--- src/ds_spread_consts.vh ---
// Purpose: Constants for the forward-link direct-sequence spreader and scrambler.
// Assumes: One chip clock; symbol components are signed 8-bit values.
// Notes: Chip negation masks hold a one where the code chip is -1, chip 0 in bit 0.
`ifndef DS_SPREAD_CONSTS_VH
`define DS_SPREAD_CONSTS_VH

`define SYM_W 8
`define CHIP_W 9
`define LFSR_W 18
`define SEED_W 18
`define BUF_W_IN 18
`define BUF_W_OUT 20

// Scrambling sequence period in chips and register start values.
`define SCR_PERIOD 17'h10374
`define X_INIT 18'h00001
`define Y_INIT 18'h3ffff

// Chip pattern select codes.
`define PAT_SF2_PP 3'h0
`define PAT_SF2_PM 3'h1
`define PAT_SF3_PPP 3'h2
`define PAT_SF4_A 3'h3
`define PAT_SF4_B 3'h4
`define PAT_SF4_C 3'h5
`define PAT_SF4_D 3'h6
`define PAT_SF1 3'h7

// Spread factors.
`define SF_1 3'h1
`define SF_2 3'h2
`define SF_3 3'h3
`define SF_4 3'h4

// Negative-chip masks.
`define NEG_SF2_PP 4'h0
`define NEG_SF2_PM 4'h2
`define NEG_SF3_PPP 4'h0
`define NEG_SF4_A 4'h0
`define NEG_SF4_B 4'hc
`define NEG_SF4_C 4'ha
`define NEG_SF4_D 4'h6
`define NEG_SF1 4'h0

`endif

--- src/two_entry_buffer.v ---
// Purpose: Two-entry buffer with valid and ready on both sides.
// Assumes: Single clock, asynchronous active-low reset.
// Notes: Output data, output valid and input ready all come from flip-flops.
`timescale 1ns/10ps
module two_entry_buffer #(
  parameter WIDTH = 8
) (
  input wire mclk_i,
  input wire rstn_i,
  input wire in_valid_i,
  output wire in_ready_o,
  input wire [WIDTH-1:0] in_data_i,
  output wire out_valid_o,
  input wire out_ready_i,
  output wire [WIDTH-1:0] out_data_o
);

  reg head_v_q;
  reg skid_v_q;
  reg in_ready_q;
  reg [WIDTH-1:0] head_q;
  reg [WIDTH-1:0] skid_q;
  wire push;
  wire head_free;

  // A word is only taken while the spare entry is empty.
  assign push = in_valid_i & ~skid_v_q;
  assign head_free = ~head_v_q | out_ready_i;
  // Ready mirrors the empty spare entry from its own flip-flop.
  assign in_ready_o = in_ready_q;
  assign out_valid_o = head_v_q;
  assign out_data_o = head_q;

  always @(posedge mclk_i or negedge rstn_i)
  begin
    if (!rstn_i)
    begin
      head_v_q <= 1'b0;
      skid_v_q <= 1'b0;
      in_ready_q <= 1'b1;
      head_q <= {WIDTH{1'b0}};
      skid_q <= {WIDTH{1'b0}};
    end
    else if (head_free)
    begin
      if (skid_v_q)
      begin
        head_q <= skid_q;
        head_v_q <= 1'b1;
        skid_v_q <= 1'b0;
        in_ready_q <= 1'b1;
      end
      else
      begin
        head_q <= in_data_i;
        head_v_q <= push;
      end
    end
    else if (push)
    begin
      skid_q <= in_data_i;
      skid_v_q <= 1'b1;
      in_ready_q <= 1'b0;
    end
  end

endmodule // two_entry_buffer

--- src/ds_spreader_scrambler.v ---
// Purpose: Spreads frame symbols by a real chip code and scrambles the chips.
// Assumes: Inputs synchronous to mclk_i; one chip may leave per clock.
// Notes: The seed index is advanced to its start state in the background.
`timescale 1ns/10ps
`include "ds_spread_consts.vh"

// What this block does
// - Every frame symbol, header and pilots, is spread.
// - Each symbol gives spread_factor chips per branch.
// - Code restarts at chip zero each symbol.
// - Chip i uses symbol i/sf, code i mod sf.
// - Chip rate is spread_factor times symbol rate.
// - Factor one equals the plain unspread waveform.
// - Spreading feeds scrambling with nothing between.
// - Scrambling runs over all spread frame chips.
// - Header and pilot chips are scrambled too.
// - Scrambler restarts at every frame start.
// - Chip i uses sequence element i mod 66420.
// - Chips multiply the complex scrambling code.
// - Codes 000, 001, 010, 111 select small factors.
// - Codes 011 to 110 select factor four.
// - Chips then go to an external pulse shaper.
module ds_spreader_scrambler (
  input wire mclk_i,
  input wire rstn_i,
  input wire [2:0] chip_pattern_select_i,
  input wire [`SEED_W-1:0] scram_seed_number_i,
  input wire sym_valid_i,
  output wire sym_ready_o,
  input wire sym_sof_i,
  input wire sym_eof_i,
  input wire [`SYM_W-1:0] sym_re_i,
  input wire [`SYM_W-1:0] sym_im_i,
  output wire chip_valid_o,
  input wire chip_ready_i,
  output wire chip_sof_o,
  output wire chip_eof_o,
  output wire [`CHIP_W-1:0] chip_re_o,
  output wire [`CHIP_W-1:0] chip_im_o,
  output wire [2:0] spread_factor_o,
  output wire seed_busy_o
);

  localparam ENG_IDLE = 2'b01;
  localparam ENG_RUN = 2'b10;

  // Input side buffer.
  wire ib_valid;
  wire [`BUF_W_IN-1:0] ib_data;
  wire ib_sof;
  wire ib_eof;
  wire ib_ready;

  // Symbol being spread.
  reg hold_v_q;
  reg hold_sof_q;
  reg hold_eof_q;
  reg [`SYM_W-1:0] hold_re_q;
  reg [`SYM_W-1:0] hold_im_q;
  reg [1:0] cidx_q;
  reg [2:0] pat_q;
  reg [2:0] sf_out_q;

  // Scrambler state.
  reg [`LFSR_W-1:0] x_q;
  reg [`LFSR_W-1:0] y_q;
  reg [`LFSR_W-1:0] seed_x_q;
  reg [16:0] scr_cnt_q;

  // Seed advance engine.
  reg [1:0] eng_state_q;
  reg [`SEED_W-1:0] eng_tgt_q;
  reg [`SEED_W-1:0] eng_cnt_q;
  reg [`LFSR_W-1:0] eng_x_q;

  wire [2:0] sf_w;
  wire [3:0] neg_w;
  wire last_chip;
  wire frame_first;
  wire seed_stale;
  wire ob_ready;
  wire emit;
  wire load;
  wire wrap;
  wire [`LFSR_W-1:0] x_cur;
  wire [`LFSR_W-1:0] y_cur;
  wire z1;
  wire z2;
  wire [1:0] rot;
  wire [`CHIP_W-1:0] ext_re;
  wire [`CHIP_W-1:0] ext_im;
  wire [`CHIP_W-1:0] s_re;
  wire [`CHIP_W-1:0] s_im;
  reg [`CHIP_W-1:0] z_re;
  reg [`CHIP_W-1:0] z_im;
  wire [`BUF_W_OUT-1:0] ob_data_in;
  wire [`BUF_W_OUT-1:0] ob_data;

  function [2:0] sf_of;
    input [2:0] pat;
    begin
      case (pat)
        `PAT_SF2_PP: sf_of = `SF_2;
        `PAT_SF2_PM: sf_of = `SF_2;
        `PAT_SF3_PPP: sf_of = `SF_3;
        `PAT_SF1: sf_of = `SF_1;
        default: sf_of = `SF_4;
      endcase
    end
  endfunction

  function [3:0] neg_of;
    input [2:0] pat;
    begin
      case (pat)
        `PAT_SF2_PP: neg_of = `NEG_SF2_PP;
        `PAT_SF2_PM: neg_of = `NEG_SF2_PM;
        `PAT_SF3_PPP: neg_of = `NEG_SF3_PPP;
        `PAT_SF4_A: neg_of = `NEG_SF4_A;
        `PAT_SF4_B: neg_of = `NEG_SF4_B;
        `PAT_SF4_C: neg_of = `NEG_SF4_C;
        `PAT_SF4_D: neg_of = `NEG_SF4_D;
        default: neg_of = `NEG_SF1;
      endcase
    end
  endfunction

  function [`LFSR_W-1:0] step_x;
    input [`LFSR_W-1:0] x;
    begin
      step_x = {x[0] ^ x[7], x[17:1]};
    end
  endfunction

  function [`LFSR_W-1:0] step_y;
    input [`LFSR_W-1:0] y;
    begin
      step_y = {y[0] ^ y[5] ^ y[7] ^ y[10], y[17:1]};
    end
  endfunction

  two_entry_buffer #(
    .WIDTH(`BUF_W_IN)
  ) u_in_buf (
    .mclk_i(mclk_i),
    .rstn_i(rstn_i),
    .in_valid_i(sym_valid_i),
    .in_ready_o(sym_ready_o),
    .in_data_i({sym_sof_i, sym_eof_i, sym_re_i, sym_im_i}),
    .out_valid_o(ib_valid),
    .out_ready_i(ib_ready),
    .out_data_o(ib_data)
  );

  assign ib_sof = ib_data[17];
  assign ib_eof = ib_data[16];

  assign sf_w = sf_of(pat_q);
  assign neg_w = neg_of(pat_q);

  assign last_chip = ({1'b0, cidx_q} == (sf_w - 3'h1));
  assign frame_first = hold_sof_q & (cidx_q == 2'h0);
  assign seed_stale = (eng_state_q != ENG_IDLE) | (eng_tgt_q != scram_seed_number_i);
  assign emit = hold_v_q & ob_ready & ~(frame_first & seed_stale);
  assign load = ib_valid & (~hold_v_q | (emit & last_chip));
  assign ib_ready = load;

  assign ext_re = {hold_re_q[`SYM_W-1], hold_re_q};
  assign ext_im = {hold_im_q[`SYM_W-1], hold_im_q};
  assign s_re = neg_w[cidx_q] ? (~ext_re + 9'h001) : ext_re;
  assign s_im = neg_w[cidx_q] ? (~ext_im + 9'h001) : ext_im;

  assign wrap = (scr_cnt_q == `SCR_PERIOD);
  assign x_cur = frame_first ? eng_x_q : (wrap ? seed_x_q : x_q);
  assign y_cur = (frame_first | wrap) ? `Y_INIT : y_q;

  assign z1 = x_cur[0] ^ y_cur[0];
  assign z2 = x_cur[4] ^ x_cur[6] ^ x_cur[15] ^ y_cur[5] ^ y_cur[6] ^ (^y_cur[15:8]);
  assign rot = {z2, z1};

  always @*
  begin
    case (rot)
      2'h1:
      begin
        z_re = ~s_im + 9'h001;
        z_im = s_re;
      end
      2'h2:
      begin
        z_re = ~s_re + 9'h001;
        z_im = ~s_im + 9'h001;
      end
      2'h3:
      begin
        z_re = s_im;
        z_im = ~s_re + 9'h001;
      end
      default:
      begin
        z_re = s_re;
        z_im = s_im;
      end
    endcase
  end

  assign ob_data_in = {frame_first, hold_eof_q & last_chip, z_re, z_im};

  two_entry_buffer #(
    .WIDTH(`BUF_W_OUT)
  ) u_out_buf (
    .mclk_i(mclk_i),
    .rstn_i(rstn_i),
    .in_valid_i(emit),
    .in_ready_o(ob_ready),
    .in_data_i(ob_data_in),
    .out_valid_o(chip_valid_o),
    .out_ready_i(chip_ready_i),
    .out_data_o(ob_data)
  );

  assign chip_sof_o = ob_data[19];
  assign chip_eof_o = ob_data[18];
  assign chip_re_o = ob_data[17:9];
  assign chip_im_o = ob_data[8:0];
  assign spread_factor_o = sf_out_q;
  assign seed_busy_o = eng_state_q[1];

  always @(posedge mclk_i or negedge rstn_i)
  begin
    if (!rstn_i)
    begin
      hold_v_q <= 1'b0;
      hold_sof_q <= 1'b0;
      hold_eof_q <= 1'b0;
      hold_re_q <= 8'h00;
      hold_im_q <= 8'h00;
      cidx_q <= 2'h0;
      pat_q <= `PAT_SF1;
      sf_out_q <= `SF_1;
    end
    else
    begin
      if (load)
      begin
        hold_v_q <= 1'b1;
        hold_sof_q <= ib_sof;
        hold_eof_q <= ib_eof;
        hold_re_q <= ib_data[15:8];
        hold_im_q <= ib_data[7:0];
        cidx_q <= 2'h0;
        if (ib_sof)
        begin
          pat_q <= chip_pattern_select_i;
          sf_out_q <= sf_of(chip_pattern_select_i);
        end
      end
      else if (emit)
      begin
        if (last_chip)
        begin
          hold_v_q <= 1'b0;
          cidx_q <= 2'h0;
        end
        else
        begin
          cidx_q <= cidx_q + 2'h1;
        end
      end
    end
  end

  always @(posedge mclk_i or negedge rstn_i)
  begin
    if (!rstn_i)
    begin
      x_q <= `X_INIT;
      y_q <= `Y_INIT;
      seed_x_q <= `X_INIT;
      scr_cnt_q <= 17'h00000;
    end
    else if (emit)
    begin
      x_q <= step_x(x_cur);
      y_q <= step_y(y_cur);
      if (frame_first | wrap)
      begin
        scr_cnt_q <= 17'h00001;
      end
      else
      begin
        scr_cnt_q <= scr_cnt_q + 17'h00001;
      end
      if (frame_first)
      begin
        seed_x_q <= eng_x_q;
      end
    end
  end

  always @(posedge mclk_i or negedge rstn_i)
  begin
    if (!rstn_i)
    begin
      eng_state_q <= ENG_IDLE;
      eng_tgt_q <= 18'h00000;
      eng_cnt_q <= 18'h00000;
      eng_x_q <= `X_INIT;
    end
    else
    begin
      case (eng_state_q)
        ENG_IDLE:
        begin
          if (eng_tgt_q != scram_seed_number_i)
          begin
            eng_tgt_q <= scram_seed_number_i;
            eng_cnt_q <= scram_seed_number_i;
            eng_x_q <= `X_INIT;
            if (scram_seed_number_i != 18'h00000)
            begin
              eng_state_q <= ENG_RUN;
            end
          end
        end
        ENG_RUN:
        begin
          eng_x_q <= step_x(eng_x_q);
          eng_cnt_q <= eng_cnt_q - 18'h00001;
          if (eng_cnt_q == 18'h00001)
          begin
            eng_state_q <= ENG_IDLE;
          end
        end
        default:
        begin
          eng_state_q <= ENG_IDLE;
        end
      endcase
    end
  end

endmodule // ds_spreader_scrambler

--- config.mk ---
export PLATFORM = sky130hd
export DESIGN_NAME = ds_spreader_scrambler
export DESIGN_NICKNAME = d
export VERILOG_FILES = /design/src/two_entry_buffer.v /design/src/ds_spreader_scrambler.v
export VERILOG_INCLUDE_DIRS = /design/src
export SDC_FILE = /design/constraint.sdc
export NUM_CORES = 1
export LEC_CHECK = 0
export BUFFER_PORTS_ARGS = -buffer_cell sky130_fd_sc_hd__buf_4
export CAP_MARGIN = 30
export CORE_ASPECT_RATIO = 1.25
export CORE_MARGIN = 5
export CORE_UTILIZATION = 60
export DETAILED_ROUTE_END_ITERATION = 6
export PLACE_DENSITY = 0.79
export SLEW_MARGIN = 20
export SYNTH_ARGS = -nofsm -noshare
export SYNTH_HDL_FRONTEND = slang
export SYNTH_SLANG_ARGS = --single-unit
--- constraint.sdc ---
create_clock -name mclk_i -period 5.8 [get_ports mclk_i]
set_input_delay 0.58 -clock mclk_i [delete_from_list [all_inputs] [get_ports mclk_i]]
set_output_delay 0.58 -clock mclk_i [all_outputs]
set_load 0.005 [all_outputs]
==> results of run 1 <==
-- logic make-up after synthesis --
logic type | share of synthesized area [%]
fa+ha+maj | 0.8370
mux | 9.594
flops | 49.68
buf+inv | 3.076
simple gates | 17.09
compound gates | 15.01
xor+xnor | 4.719
-- final cells by class --
| class | instances | area share [%] |
|---|---|---|
| clock buffer | 35 | 5.204 |
| clock inverter | 9 | 0.9445 |
| inverter | 18 | 0.5000 |
| multi-input combinational | 941 | 41.87 |
| sequential | 236 | 43.97 |
| tap | 265 | 2.454 |
| timing repair buffer | 86 | 5.056 |
-- metrics by stage --
step / utilization (%) / instance area [um2] / std cells / setup slack, ns / hold slack, ns
after floorplan: - / 11960 / 1268 / 2.491 / 0.2844
after global placement: 64.59 / 12620 / 1542 / 2.182 / 0.4539
after detailed placement: 64.89 / 12680 / 1546 / 2.121 / 0.4682
after CTS: 69.14 / 13510 / 1590 / 2.089 / 0.1695
after global routing: 69.14 / 13510 / 1590 / 1.846 / 0.2197
final: 69.14 / 13510 / 1590 / 2.110 / 0.1465
-- metal layers --
metal	vias up	wire length, um	share of wire (%)	track usage (%)
li1	4514	-	-	-
met1	4490	11410	44	33.32
met2	239	12920	50	39.21
met3	49	1194	4.6	2.866
met4	0	530	2.0	6.094
met5	-	0	0	0
-- worst max-delay path: cells and delay by family, from the launching register on --
kind / cells / cell delay, ns
and+or+nand+nor: 4 / 1.18
DFF: 1 / 0.63
adders and majority gates: 1 / 0.26
xor gates and xnor gates: 1 / 0.17
muxes: 1 / 0.42
AOI/OAI and AO/OA: 3 / 0.91
-- flip-flops by register name, indices dropped and copies added (netlist names), 2 cells and up --
| register | count |
|---|---|
| cidx_q | 2 |
| eng_cnt_q | 18 |
| eng_state_q | 2 |
| eng_tgt_q | 18 |
| eng_x_q | 18 |
| hold_im_q | 8 |
| hold_re_q | 8 |
| pat_q | 3 |
| scr_cnt_q | 17 |
| seed_x_q | 18 |
| spread_factor_o | 3 |
| u_in_buf.out_data_o | 18 |
| u_in_buf.skid_q | 18 |
| u_out_buf.out_data_o | 20 |
| u_out_buf.skid_q | 20 |
| x_q | 18 |
| y_q | 18 |
-- worst max path at each step --
stage / start / end / slack [ns] / depth (start not counted)
2_1_floorplan: pat_q[0]$_DFFE_PN1P_ / u_in_buf.skid_q[10]$_DFFE_PN0P_ / 2.49 / 13
3_3_place_gp: pat_q[2]$_DFFE_PN1P_ / u_in_buf.out_data_o[11]$_DFFE_PN0N_ / 2.18 / 11
3_5_place_dp: pat_q[2]$_DFFE_PN1P_ / hold_re_q[1]$_DFFE_PN0P_ / 2.12 / 10
4_1_cts: pat_q[2]$_DFFE_PN1P_ / hold_re_q[2]$_DFFE_PN0P_ / 2.09 / 10
5_1_grt: pat_q[2]$_DFFE_PN1P_ / hold_re_q[2]$_DFFE_PN0P_ / 1.85 / 10
6_report: pat_q[2]$_DFFE_PN1P_ / hold_eof_q$_DFFE_PN0P_ / 2.11 / 10
-- layout by cell type, fill, tap and decap left out, types with 7 or more instances in the layout --
master | netlist | final
nor2_1 | 110 | 109
inv_1 | 16 | 16
nand4_1 | 9 | 9
nand3_1 | 26 | 26
xor2_1 | 26 | 26
xnor2_1 | 34 | 34
nand2_1 | 211 | 210
and3_1 | 15 | 15
dfrtp_1 | 208 | 208
ha_1 | 8 | 8
or3_1 | 14 | 14
nor4_1 | 12 | 12
mux2_2 | 69 | 69
buf_4 | 1 | 81
clkbuf_16 | 0 | 25
nor3_1 | 18 | 18
o21ai_0 | 105 | 105
nand2b_1 | 8 | 8
mux2i_1 | 31 | 31
a31oi_1 | 7 | 7
dfstp_2 | 28 | 28
o22ai_1 | 7 | 7
a21o_1 | 8 | 8
a21oi_1 | 103 | 103
o21ai_1 | 29 | 29
==> run metrics, run 1 <==
I/O pin total=69; Rel. slew slack=32.89%; n_diodes=0; port bufs=68; clock buffer depth=3; largest net degree at the start of global routing=113; Post-Syn Instances=1268; vias per cell=5.844; worst-margin pin slew=0.9974 ns; Critical R2R Capture=hold_eof_q$_DFFE_PN0P_; clock sink count=236; Filler cells=1509; Crit path required time=6.19 ns; Post-Route Skew=0.01306 ns; count leader, synth=nand2_1; Distinct cells, synth=75; ys async rst share=100.0%; Hold Vio Cnt, Final=0; layout cells sized above 1=18.64%; Root Driver=clkbuf_16; Vias=9292; Die Width=136.3 um; setup TNS=0 ns; first-pass GRT wire length=45560 um; RSZ-0062 raised after global routing=false; Total Nets Final=1358; Yosys reg bits=236; Setup Fix Bufs, Post-CTS=0; initial antenna violation count=0; CTS tree=yes; Critical Path Fanout Max=20; CORE AREA=19540 um2; Post-Syn Area=11960 um2; worst hold path type=in2async; DRT Pass-1 Iters=5; Post-synth EDFFs=0; H-tree depth=1; Cell Rows=57; Residual DRC=0; CP max stage delay=0.78 ns; critical path type=reg2reg; sequential cell area=5941 um2; syn_nets=1319; clk_lat worst skew=0.52 ns; GRT Residual Overflow=0; Iter 0 DRT Violations=644; post-cts sizing count=0; All-Layer GR Usage=23.66%; Syn Area/Cell=9.431 um2; top cells by count, synth=nand2_1, dfrtp_1, nor2_1, o21ai_0, a21oi_1; total wire length=26060 um; ys flop type=dfrtp_1; final setup fails=0; Synth warnings=0; clock slew at reported path FFs=0.06 ns; vias in the first global route=9208; worst r2r src=pat_q[2]$_DFFE_PN1P_; max cap viols=0; routability cong.=0.9127; Multi-input gate area=5658 um2; Worst R2R Setup Slack=2.11 ns; Synth-to-Final Area Change=12.98%; CP startpoint kind=flip-flop; Worst path slowest cell=nand2b_1; Die ar.=22870 um2; fin crit period=3.690 ns; R2R cell count=10; Max Slew Vio Count=0; Critical Path Sink Type=flip-flop; post-synth top area share=43.52%; Post-CTS Hold Buffers=0; status=finished, final reports clean; post-synthesis sequential area ratio=49.68%; Final Cycle Share=63.62%; hpwl dp=17300 um; critical-path cell list=xnor2_1 -> nand2_1 -> ha_1 -> and4b_1 -> a21oi_1 -> a2bb2oi_1 -> nor2_1 -> a21boi_0 -> nand2b_1 -> mux2_2; fmax=271.0 MHz; drt wl/cell=16.39 um; Starting Density=61.20%; leading area contributor after synthesis=dfrtp_1; die height=167.8 um; Synth area leaders=dfrtp_1, nand2_1, mux2_2; Post-DRT Antenna Nets=0; Worst Path Arrival=4.09 ns; CTS buffer count=24
Power of run 1 is left out: the tool's default activity adds up to more than one toggle a clock period on the data nets, which glitch-free logic cannot reach.
==> run 2: changes to the inputs <==
--- a/config.mk
+++ b/config.mk
@@ -6,6 +6,7 @@
 export SDC_FILE = /design/constraint.sdc
 export NUM_CORES = 1
 export LEC_CHECK = 0
+export ABC_AREA = 1
 export BUFFER_PORTS_ARGS = -buffer_cell sky130_fd_sc_hd__buf_4
 export CAP_MARGIN = 30
 export CORE_ASPECT_RATIO = 1.25
==> constraint.sdc (replaced) <==
create_clock -name mclk_i -period 3.85 [get_ports mclk_i]
set_input_delay 0.385 -clock mclk_i [delete_from_list [all_inputs] [get_ports mclk_i]]
set_output_delay 0.385 -clock mclk_i [all_outputs]
set_load 0.005 [all_outputs]
==> run metrics, run 2 <==
Post-DRT Antenna Nets=0 (unchanged); switching portion of total power=22.03%; routability cong.=0.8841 (was 0.9127); Iter 0 DRT Violations=699 (was 644); fin crit period=3.323 ns (was 3.690 ns); total wire length=29370 um (was 26060 um); Synth-to-Final Area Change=12.70% (was 12.98%); ys async rst share=100.0% (unchanged); Max Slew Vio Count=0 (unchanged); most frequent cells in the layout=nand2_1, inv_1, dfrtp_1 (was nand2_1, dfrtp_1, nor2_1); GRT Residual Overflow=0 (unchanged); commonest non-fill, non-tap cell in the layout=nand2_1 (unchanged); worst hold margin=0.08392 ns (was 0.1465 ns); Residual DRC=0 (unchanged); worst-margin pin slew=0.8986 ns (was 0.9974 ns); DRT Pass-1 Iters=5 (unchanged); Total Nets Final=1725 (was 1358); Post-Route Skew=0.009801 ns (was 0.01306 ns); initial antenna violation count=0 (unchanged); post-synth top area share=41.51% (was 43.52%); Setup Fix Bufs, Post-CTS=0 (unchanged); fmax=301.0 MHz (was 271.0 MHz); Die ar.=23910 um2 (was 22870 um2); max cap viols=0 (unchanged); Comb power frac=4.1%; Die Width=139.3 um (was 136.3 um); Vias=11040 (was 9292); RSZ-0062 raised after global routing=false (unchanged); H-tree depth=1 (unchanged); Clk pwr share=46.9%; clock buffer depth=3 (unchanged); CP max stage delay=0.37 ns (was 0.78 ns); post-cts sizing count=0 (unchanged); Int Power=4.096 mW; clk_lat worst skew=0.52 ns (about the same); ys flop type=dfrtp_1 (unchanged); port bufs=68 (unchanged); leading area contributor after synthesis=dfrtp_1 (unchanged); Synth area leaders=dfrtp_1, nand2_1, inv_1 (was dfrtp_1, nand2_1, mux2_2); critical path type=reg2reg (unchanged); syn_nets=1673 (was 1319); Post-CTS Hold Buffers=1 (was 0); first-pass GRT wire length=50400 um (was 45560 um); drt wl/cell=14.94 um (was 16.39 um); Synth warnings=0 (unchanged); setup TNS=0 ns (unchanged); Yosys reg bits=236 (unchanged); I/O pin total=69 (unchanged); Net Sw Power=1.157 mW; Crit path required time=4.25 ns (was 6.19 ns); Top Family by Delay on Critical Path=simple AND/OR/NAND/NOR gates (unchanged); clock slew at reported path FFs=0.06 ns (about the same); VDD IR max=0.3579 mV; Distinct cells, synth=47 (was 75); Critical Path Sink Type=flip-flop (unchanged); n_diodes=0 (unchanged); CTS buffer count=24 (unchanged); largest net degree at the start of global routing=106 (was 113); Cell Rows=59 (was 57); Syn Area/Cell=7.730 um2 (was 9.431 um2); Worst Path Arrival=3.73 ns (was 4.09 ns); top cells by count, synth=nand2_1, inv_1, dfrtp_1, o21ai_0, nand3_1 (was nand2_1, dfrtp_1, nor2_1, o21ai_0, a21oi_1); Static Leak=7.090 nW; Rel. slew slack=40.09% (was 32.89%); PD cells=371.8 nW/um2; vias per cell=5.616 (was 5.844); count leader, synth=nand2_1 (unchanged); worst hold path type=in2reg (was in2async); hpwl dp=19910 um (was 17300 um); clock sink count=236 (unchanged); final setup fails=0 (unchanged); critical-path cell list=inv_1 -> ha_1 -> nand2_1 -> inv_1 -> nand2_1 -> nor2_4 -> nand2_2 -> nand2_2 -> nor2_1 -> inv_2 -> nand3_1 -> nand2_1 -> nand2_1 -> nand3_1 -> nand3_1 -> nand2_4 -> nor2_8 -> nand2_1 -> nand3_1 -> nand2_1 (was xnor2_1 -> nand2_1 -> ha_1 -> and4b_1 -> a21oi_1 -> a2bb2oi_1 -> nor2_1 -> a21boi_0 -> nand2b_1 -> mux2_2); dpl ws=0.5769 ns (was 2.121 ns); Worst path slowest cell=dfrtp_1 (was nand2b_1); Hold Vio Cnt, Final=0 (unchanged); layout cells sized above 1=11.35% (was 18.64%); CORE AREA=20670 um2 (was 19540 um2); Final Cycle Share=86.30% (was 63.62%); CP startpoint kind=flip-flop (unchanged); All-Layer GR Usage=24.67% (was 23.66%); Root Driver=clkbuf_16 (unchanged); Post-Syn Area=12540 um2 (was 11960 um2); Critical Path Fanout Max=33 (was 20); post-synthesis sequential area ratio=47.38% (was 49.68%); WP buf/inv=3 (was 0); status=finished, final reports clean (unchanged); Post-synth EDFFs=0 (unchanged); vias in the first global route=10770 (was 9208); Post-Syn Instances=1622 (was 1268); CTS tree=yes (unchanged); Final WS setup=0.5273 ns (was 2.110 ns); most frequent CP cell=nand2_1; register share of total power=49.0%; Starting Density=60.66% (was 61.20%); die height=171.6 um (was 167.8 um)
[run 2: path summary, 6_finish.rpt]
path / to / depth (start not counted) / startpoint / slack [ns]
max: u_out_buf.out_data_o[12]$_DFFE_PN0N_ / 20 / scr_cnt_q[0]$_DFFE_PN0N_ / 0.53
min: u_in_buf.skid_q[12]$_DFFE_PN0P_ / 3 / sym_re_i[4] / 0.08
max reg2reg: u_out_buf.out_data_o[12]$_DFFE_PN0N_ / 20 / scr_cnt_q[0]$_DFFE_PN0N_ / 0.53
min reg2reg: y_q[3]$_DFFE_PN1N_ / 2 / y_q[3]$_DFFE_PN1N_ / 0.47
max in group asynchronous: x_q[0]$_DFFE_PN1N_ / 3 / rstn_i / 2.34
min in group asynchronous: eng_tgt_q[11]$_DFFE_PN0P_ / 2 / rstn_i / 0.49
[run 2: per-stage QoR]
step	utilization [%]	total power [mW]	instances	instance area, um2
3_5_place_dp	64.19	2.833	1920	13270
5_1_grt	68.37	5.439	1966	14130
4_1_cts	68.29	5.291	1965	14120
3_3_place_gp	64.19	2.822	1920	13270
2_1_floorplan	-	2.702	1622	12540
6_report	68.37	5.253	1966	14130
[run 2: cell type report]
cell class,count,area (um2)
Fill cell,1710,6539
Sequential cell,236,5941
Multi-Input combinational cell,1092,5433
Inverter,228,857.1
Timing Repair Buffer,92,720.7
Clock buffer,32,691.9
Tap cell,274,342.8
Clock inverter,12,145.1
[run 2: power by group through the flow]
stage | Combinational (mW) | Sequential, mW | Clock, mW
finish | 0.215 | 2.57 | 2.46
global route | 0.253 | 2.58 | 2.61
CTS | 0.220 | 2.57 | 2.50
detailed placement | 0.215 | 2.62 | 0
global placement | 0.207 | 2.62 | 0
floorplan | 0.0899 | 2.61 | 0
[run 2: logic make-up (layout without fill, tap and decap cells)]
| family | count (synthesis) | after routing | share of synthesized area, % |
|---|---|---|---|
| DFF | 236 | 236 | 47.38 |
| and+or+nand+nor | 750 | 750 | 25.75 |
| xor gates and xnor gates | 42 | 42 | 2.934 |
| adders and majority gates | 8 | 8 | 0.7984 |
| buffers and inverters | 294 | 364 | 9.330 |
| AOI/OAI and AO/OA | 292 | 292 | 13.81 |
[run 2: worst min-delay path, delay by kind of cell]
kind	cells	cell delay (ns)
buffers and inverters	1	0.08
AND/OR/NAND/NOR	2	0.09
[run 2: metal layers]
layer | share of wire (%) | global-route usage [%] | vias up
li1 | - | - | 5407
met1 | 45 | 34.14 | 5245
met2 | 47 | 41.23 | 340
met3 | 5.8 | 3.198 | 49
met4 | 2.2 | 7.234 | 0
met5 | 0 | 0 | -
(Power assumes the default switching activity.)
